--- config.mk ---
export PLATFORM = sky130hd
export DESIGN_NAME = monitor_readout_regs
export DESIGN_NICKNAME = d
export VERILOG_FILES = /design/src/rtl/monitor_readout_pkg.sv /design/src/rtl/reading_hold.sv /design/src/rtl/monitor_readout_regs.sv
export SDC_FILE = /design/constraint.sdc
export NUM_CORES = 1
export LEC_CHECK = 0
export BUFFER_PORTS_ARGS = -buffer_cell sky130_fd_sc_hd__buf_2
export CAP_MARGIN = 0
export CORE_UTILIZATION = 50
export CTS_BUF_LIST = sky130_fd_sc_hd__clkbuf_4 sky130_fd_sc_hd__clkbuf_8
export CTS_CLUSTER_DIAMETER = 60
export DETAILED_ROUTE_END_ITERATION = 6
export PLACE_DENSITY_LB_ADDON = 0.2
export SLEW_MARGIN = 10
export SYNTH_ARGS = -nofsm -noshare
export SYNTH_HDL_FRONTEND = slang
export SYNTH_SLANG_ARGS = --single-unit
--- constraint.sdc ---
create_clock -name mclk -period 2.7 [get_ports mclk]
set_input_delay 0.135 -clock mclk [delete_from_list [all_inputs] [get_ports mclk]]
set_output_delay 0.135 -clock mclk [all_outputs]
set_load 0.01 [all_outputs]
--- src/rtl/monitor_readout_pkg.sv ---
// constants, field layout and carrier types of the monitor readout bank
// How it works
// - ext reg one packs four channel low bits
// - ext reg two bits 1:0 hold on-chip low bits
// - ext reg two bits 7:2 read zero
// - ext read freezes group until bytes read
// - either ext read freezes temperature group
// - three voltage upper bytes at consecutive addresses
// - two temperature upper bytes at consecutive addresses
// - timer upper bits zero below threshold
// - assertion sets timer bit zero
// - timer register read clears seen flag
// - past threshold, register is eight-bit count
// - each count is one fixed time step
// - second fan stall sets status bit zero
// - no stall flag while fan drive off
package monitor_readout_pkg;

  // register offsets
  localparam logic [7:0] ADDR_FAN_B_CFG   = 8'h06;
  localparam logic [7:0] ADDR_EXT_ONE     = 8'h08;
  localparam logic [7:0] ADDR_EXT_TWO     = 8'h09;
  localparam logic [7:0] ADDR_ANALOG_ONE  = 8'h0a;
  localparam logic [7:0] ADDR_ANALOG_TWO  = 8'h0b;
  localparam logic [7:0] ADDR_SUPPLY      = 8'h0c;
  localparam logic [7:0] ADDR_FAR_DIODE   = 8'h0d;
  localparam logic [7:0] ADDR_ONCHIP      = 8'h0e;
  localparam logic [7:0] ADDR_HOT_TIMER   = 8'h0f;
  localparam logic [7:0] ADDR_INT_STAT_ONE = 8'h10;

  // reset values
  localparam logic [7:0] FAN_B_CFG_RESET  = 8'h0c;
  localparam logic [7:0] READ_RESET       = 8'h00;

  // field positions
  localparam int EXT1_FAR_DIODE_LSB  = 0;
  localparam int EXT1_SUPPLY_LSB     = 2;
  localparam int EXT1_ANALOG_TWO_LSB = 4;
  localparam int EXT1_ANALOG_ONE_LSB = 6;
  localparam int EXT2_ONCHIP_LSB     = 0;
  localparam int HOT_SEEN_BIT        = 0;
  localparam int STAT1_FAN_B_BIT     = 0;

  // channel indices; voltage group first, then temperature group
  localparam int CH_ANALOG_ONE = 0;
  localparam int CH_ANALOG_TWO = 1;
  localparam int CH_SUPPLY     = 2;
  localparam int CH_FAR_DIODE  = 3;
  localparam int CH_ONCHIP     = 4;
  localparam int CH_COUNT      = 5;
  localparam int VOLT_CH_COUNT = 3;

  // timing
  localparam longint CLK_PERIOD_NS      = 100;
  localparam longint STEP_TIME_NS       = 22_760_000;
  localparam longint THRESH_TIME_NS     = 45_520_000;
  localparam int     STEP_CYCLES_DEFAULT = int'(STEP_TIME_NS / CLK_PERIOD_NS);
  localparam logic [7:0] THRESH_STEPS   = 8'(THRESH_TIME_NS / STEP_TIME_NS);
  localparam int     STEP_CNT_W         = 18;
  localparam logic [7:0] TMR_MAX        = 8'hff;

  typedef struct packed {
    logic       valid;
    logic [9:0] data;
  } conv_result_t;

  typedef struct packed {
    logic       rd;
    logic       wr;
    logic [7:0] addr;
    logic [7:0] wdata;
  } host_req_t;

endpackage : monitor_readout_pkg

--- src/rtl/reading_hold.sv ---
// one conversion channel: latest result and the value shown to the host
`timescale 1ns/1ps
`default_nettype none
module reading_hold
  import monitor_readout_pkg::*;
(
  // clock and reset
  input  wire logic         mclk,
  input  wire logic         rstn,
  // conversion side
  input  wire conv_result_t conv,
  // freeze control
  input  wire logic         frozen,
  // shown value
  output logic [9:0]        shown
);

  logic [9:0] live_reg;
  logic [9:0] live_next;

  assign live_next = conv.valid ? conv.data : live_reg;

  // new results are always kept so the latest one is not lost while frozen
  always_ff @(posedge mclk) begin
    if (!rstn) begin
      live_reg <= 10'h000;
    end else begin
      live_reg <= live_next;
    end
  end

  always_ff @(posedge mclk) begin
    if (!rstn) begin
      shown <= 10'h000;
    end else if (!frozen) begin
      shown <= live_next;
    end
  end

endmodule : reading_hold
`default_nettype wire

--- src/rtl/monitor_readout_regs.sv ---
// result register bank: readings, extended bits, hot timer, fan stall status
`timescale 1ns/1ps
`default_nettype none
module monitor_readout_regs
  import monitor_readout_pkg::*;
#(
  parameter int STEP_CYCLES = STEP_CYCLES_DEFAULT
)
(
  // clock and reset
  input  wire logic                        mclk,
  input  wire logic                        rstn,
  // register access
  input  wire host_req_t                   req,
  output logic [7:0]                       rd_data,
  output logic                             rd_valid,
  // conversion results
  input  wire conv_result_t [CH_COUNT-1:0] conv_in,
  // processor hot monitor
  input  wire logic                        processor_hot_input,
  // second fan
  input  wire logic                        fan_b_stall,
  input  wire logic                        fan_b_pwm_out,
  output logic [7:0]                       fan_b_cfg
);

  localparam logic [STEP_CNT_W-1:0] STEP_LAST = STEP_CNT_W'(STEP_CYCLES - 1);

  // read and write decode
  logic rd_ext_one;
  logic rd_ext_two;
  logic rd_hot;
  logic rd_stat;

  assign rd_ext_one = req.rd && (req.addr == ADDR_EXT_ONE);
  assign rd_ext_two = req.rd && (req.addr == ADDR_EXT_TWO);
  assign rd_hot     = req.rd && (req.addr == ADDR_HOT_TIMER);
  assign rd_stat    = req.rd && (req.addr == ADDR_INT_STAT_ONE);

  // freeze tracking: one pending bit per upper-byte register
  logic [2:0] volt_pend_reg;
  logic [1:0] temp_pend_reg;
  logic       volt_frozen;
  logic       temp_frozen;

  assign volt_frozen = |volt_pend_reg;
  assign temp_frozen = |temp_pend_reg;

  // hold from the taking edge on, so a result landing then cannot split the pair
  logic volt_hold;
  logic temp_hold;

  assign volt_hold = volt_frozen || rd_ext_one;
  assign temp_hold = temp_frozen || rd_ext_one || rd_ext_two;

  always_ff @(posedge mclk) begin
    if (!rstn) begin
      volt_pend_reg <= 3'h0;
    end else if (rd_ext_one) begin
      volt_pend_reg <= 3'h7;
    end else if (req.rd) begin
      // each upper-byte read releases its own bit; last one unfreezes
      if (req.addr == ADDR_ANALOG_ONE) begin
        volt_pend_reg[0] <= 1'b0;
      end
      if (req.addr == ADDR_ANALOG_TWO) begin
        volt_pend_reg[1] <= 1'b0;
      end
      if (req.addr == ADDR_SUPPLY) begin
        volt_pend_reg[2] <= 1'b0;
      end
    end
  end

  always_ff @(posedge mclk) begin
    if (!rstn) begin
      temp_pend_reg <= 2'h0;
    end else if (rd_ext_one || rd_ext_two) begin
      temp_pend_reg <= 2'h3;
    end else if (req.rd) begin
      if (req.addr == ADDR_FAR_DIODE) begin
        temp_pend_reg[0] <= 1'b0;
      end
      if (req.addr == ADDR_ONCHIP) begin
        temp_pend_reg[1] <= 1'b0;
      end
    end
  end

  // shown readings, frozen per group
  logic [9:0] shown [CH_COUNT];

  for (genvar ch = 0; ch < CH_COUNT; ch++) begin : g_chan
    reading_hold u_hold (
      .mclk   (mclk),
      .rstn   (rstn),
      .conv   (conv_in[ch]),
      .frozen ((ch < VOLT_CH_COUNT) ? volt_hold : temp_hold),
      .shown  (shown[ch])
    );
  end

  // extended registers built from shown values, so they freeze too
  logic [7:0] ext_one;
  logic [7:0] ext_two;

  always_comb begin
    ext_one = READ_RESET;
    ext_one[EXT1_FAR_DIODE_LSB +: 2]  = shown[CH_FAR_DIODE][1:0];
    ext_one[EXT1_SUPPLY_LSB +: 2]     = shown[CH_SUPPLY][1:0];
    ext_one[EXT1_ANALOG_TWO_LSB +: 2] = shown[CH_ANALOG_TWO][1:0];
    ext_one[EXT1_ANALOG_ONE_LSB +: 2] = shown[CH_ANALOG_ONE][1:0];
  end

  always_comb begin
    ext_two = READ_RESET;
    ext_two[EXT2_ONCHIP_LSB +: 2] = shown[CH_ONCHIP][1:0];
  end

  // processor hot timer
  logic                  hot_prev_reg;
  logic                  hot_rise;
  logic                  seen_reg;
  logic [STEP_CNT_W-1:0] step_cnt_reg;
  logic [7:0]            tmr_reg;
  logic                  step_tick;
  logic [7:0]            hot_value;

  assign hot_rise  = processor_hot_input && !hot_prev_reg;
  assign step_tick = processor_hot_input && !hot_rise && (step_cnt_reg == STEP_LAST);

  always_ff @(posedge mclk) begin
    if (!rstn) begin
      hot_prev_reg <= 1'b0;
    end else begin
      hot_prev_reg <= processor_hot_input;
    end
  end

  // a new assertion in the read cycle still leaves the flag set
  always_ff @(posedge mclk) begin
    if (!rstn) begin
      seen_reg <= 1'b0;
    end else if (hot_rise) begin
      seen_reg <= 1'b1;
    end else if (rd_hot) begin
      seen_reg <= 1'b0;
    end
  end

  always_ff @(posedge mclk) begin
    if (!rstn) begin
      step_cnt_reg <= '0;
    end else if (!processor_hot_input || hot_rise || step_tick) begin
      step_cnt_reg <= '0;
    end else begin
      step_cnt_reg <= step_cnt_reg + 1'b1;
    end
  end

  // duration of the last assertion stays readable after it ends, if it reached THRESH_STEPS
  always_ff @(posedge mclk) begin
    if (!rstn) begin
      tmr_reg <= 8'h00;
    end else if (hot_rise) begin
      tmr_reg <= 8'h00;
    end else if (step_tick && (tmr_reg != TMR_MAX)) begin
      tmr_reg <= tmr_reg + 8'h01;
    end
  end

  always_comb begin
    hot_value = READ_RESET;
    hot_value[HOT_SEEN_BIT] = seen_reg;
    if (tmr_reg >= THRESH_STEPS) begin
      hot_value = tmr_reg;
    end
  end

  // second fan stall status, cleared by read only once the stall is gone
  logic stall_cond;
  logic stall_reg;

  assign stall_cond = fan_b_stall && fan_b_pwm_out;

  always_ff @(posedge mclk) begin
    if (!rstn) begin
      stall_reg <= 1'b0;
    end else if (stall_cond) begin
      stall_reg <= 1'b1;
    end else if (rd_stat) begin
      stall_reg <= 1'b0;
    end
  end

  // fan config, the only writable register here
  always_ff @(posedge mclk) begin
    if (!rstn) begin
      fan_b_cfg <= FAN_B_CFG_RESET;
    end else if (req.wr && (req.addr == ADDR_FAN_B_CFG)) begin
      fan_b_cfg <= req.wdata;
    end
  end

  // read mux; unmapped addresses read zero
  logic [7:0] rd_mux;

  always_comb begin
    rd_mux = READ_RESET;
    case (req.addr)
      ADDR_FAN_B_CFG:    rd_mux = fan_b_cfg;
      ADDR_EXT_ONE:      rd_mux = ext_one;
      ADDR_EXT_TWO:      rd_mux = ext_two;
      ADDR_ANALOG_ONE:   rd_mux = shown[CH_ANALOG_ONE][9:2];
      ADDR_ANALOG_TWO:   rd_mux = shown[CH_ANALOG_TWO][9:2];
      ADDR_SUPPLY:       rd_mux = shown[CH_SUPPLY][9:2];
      ADDR_FAR_DIODE:    rd_mux = shown[CH_FAR_DIODE][9:2];
      ADDR_ONCHIP:       rd_mux = shown[CH_ONCHIP][9:2];
      ADDR_HOT_TIMER:    rd_mux = hot_value;
      ADDR_INT_STAT_ONE: begin
        rd_mux[STAT1_FAN_B_BIT] = stall_reg;
      end
      default:           rd_mux = READ_RESET;
    endcase
  end

  always_ff @(posedge mclk) begin
    if (!rstn) begin
      rd_data <= READ_RESET;
    end else if (req.rd) begin
      rd_data <= rd_mux;
    end
  end

  always_ff @(posedge mclk) begin
    if (!rstn) begin
      rd_valid <= 1'b0;
    end else begin
      rd_valid <= req.rd;
    end
  end
endmodule : monitor_readout_regs
`default_nettype wire

==> reports/qor.yml <==
clockBufferDepth: 2
finalSetupViolations: 0
hp-class: "in -> reg"
htreeDepth: 4
drive_gt1_share_pct: 22.1
cpPeakStageDelay_ns: 0.57
cts_tree: "built"
status: "finished clean"
crit_path_max_fanout: 22
port_buffers: 94
synth_fp_nets: 753
grt_pass1_wl_um: 25200
nNetsFinal: 891
diodes: 0
dp_hpwl_um: 10800
syn_inst: 672
overflow: 0
drc_errors: 0
viasPerCell: 5.38
drt-wirelength-per-cell_um: 15.8
first_global_vias: 5217
clock_skew_ns: 0.0114
cts_sinks: 151
setup-tns-final_ns: 0
crit_top_cell: "nand2_1"
path_class: "in -> reg"
cap_violations: 0
power_density_nw_per_um2: 628
drt_wl_total_um: 15600
track_usage_pct: 25.1
async_flop_share_pct: 0
hold_ws_ns: 0.0115
grt_antenna_before_repair: 0
rr_worst_depth: 5
drv_slew: 0
synth_cell_types: 66
fmax_mhz: 462
core_sq_um: 12200
clock-root-buffer: "clkbuf_8"
cp.arrival_ns: 2.49
fin_crit_ns: 2.17
synth_edf_count: 0
initial_core_util_pct: 52.1
dieArea_sq_um: 13200
crit_required_ns: 3.02
rsz0062_at_grt: "false"
numCtsBuffers: 17
synth_warnings: 0
hold_depth: 3
synth_seq_cells: 151
final_antenna_net_count: 0
dr.pass1.iters: 5
start_kind: "input pin"
max_slew_margin_pct: 55.5
synth_area_sq_um: 6360
postCtsSetupRepairBufs: 0
num_vias: 5331
ir_drop_mv: 0.424
cts_resized: 0
p_leak_nw: 3.28
rows: 40
globalplace.congestion: 0.874
ioPinCount: 95
tightest_slew_ns: 0.662
clk_latency_ns: 0.44
drtIter0Drc: 370
endpoint_kind: "flip-flop"
syn2layout_area_growth_pct: 26.8
seq_area_frac_synth_pct: 47.5
syn_area_per_cell_sq_um: 9.46
slowest_stage: "dlygate4sd3_1"
hold_viol: 0
synthFlopType: "dfxtp_1"
path_cells: "buf_2 > or4b_1 > nor3_2 > nand2_1 > nand2_1 > nand3_1 > dlygate4sd3_1"
fp.dieW_um: 115
min_period_over_period_pct: 80.2
dieHeight_um: 115
grt_max_degree: 115
clk_pin_slew_ns: 0.07
## cell families after synthesis
family / count (synthesis) / synth area share, %
multiplexers: 66 / 10.9
buffers and inverters: 47 / 3.33
XOR/XNOR: 22 / 3.03
flip-flops: 151 / 47.5
adder cells (fa/ha/maj): 3 / 0.590
AO/OA/AOI/OAI: 115 / 14.4
AND/OR/NAND/NOR: 268 / 20.2
## routing by layer
layer / GRT usage [%] / vias up / wire, um
met1: 31.9 / 2451 / 7110
met5: 0 / - / 0
met4: 8.74 / 0 / 291
met2: 41.5 / 193 / 7310
li1: - / 2662 / -
met3: 6.33 / 25 / 940
## placed cells by master (no fill, tap or decap), types with 6 or more instances in the layout
cell / instances
bufinv_16: 8
xnor2_1: 14
a211oi_2: 20
nand2_1: 43
a21oi_1: 21
xor2_1: 8
buf_4: 7
mux2i_1: 59
o21ai_0: 8
buf_2: 94
nor2_1: 144
nand3_1: 26
inv_1: 6
nor4_1: 6
clkbuf_8: 19
dlygate4sd3_1: 57
a22oi_1: 6
dfxtp_1: 151
nor3_1: 7
a211oi_1: 33
## per-stage QoR
stage / setup WS (ns) / cell area [sq um] / utilization [%] / cells / total power [W]
floorplan: 0.791 / 6360 / - / 672 / 0.00264
global placement: 0.700 / 6950 / 56.9 / 902 / 0.00277
detailed placement: 0.618 / 6950 / 56.9 / 902 / 0.00278
CTS: 0.591 / 8060 / 66.0 / 991 / 0.00510
global route: 0.370 / 8060 / 66.0 / 991 / 0.00525
finish: 0.534 / 8060 / 66.0 / 991 / 0.00506
## power breakdown
group	switching, W	internal (W)
sequential	0.0000489	0.00232
clock	0.000788	0.00148
combinational	0.000216	0.000205
total	0.00105	0.00401
## path summary, 6_finish.rpt
path	from	to	slack, ns
max reg2reg	step_cnt_reg[0]	step_cnt_reg[4]	0.60
min	conv_in[41]	g_chan[3].u_hold.live_reg[8]	0.01
min reg2reg	rd_data[1]	rd_data[1]	0.46
max	req[10]	fan_b_cfg[2]	0.53
## synthesized netlist by cell type, drive strengths merged (8+ instances only)
cell	n	share of area (%)
dfxtp	151	48
nor4	11	1.6
clkbuf	22	1.3
buf	18	1.6
o21ai	13	1.0
a211oi	54	8.0
xor2	8	1.1
mux2i	59	9.3
nand3	27	2.2
nand2	44	2.6
nor2	144	8.5
xnor2	14	1.9
nor3	9	0.96
a21oi	21	1.7
## critical path, delay by kind of cell
| family | cells | cell delay (ns) |
|---|---|---|
| buf+inv | 2 | 0.93 |
| simple gates | 5 | 1.41 |
## what timing repair did
action                                  4_1_cts  5_1_grt
hold buffers                                 57        0
hold endpoints to repair                     54        0
endpoints found under the setup margin        0        0
## final cells by class
type / instances / area (sq um)
clock buffers: 24 / 299
clock inverters: 8 / 240
fillers: 1005 / 4150
inverters: 7 / 27.5
multi-input cells: 474 / 3150
flip-flops and latches: 151 / 3020
well taps: 168 / 210
repair buffers: 159 / 1110
(Power assumes the default switching activity.)
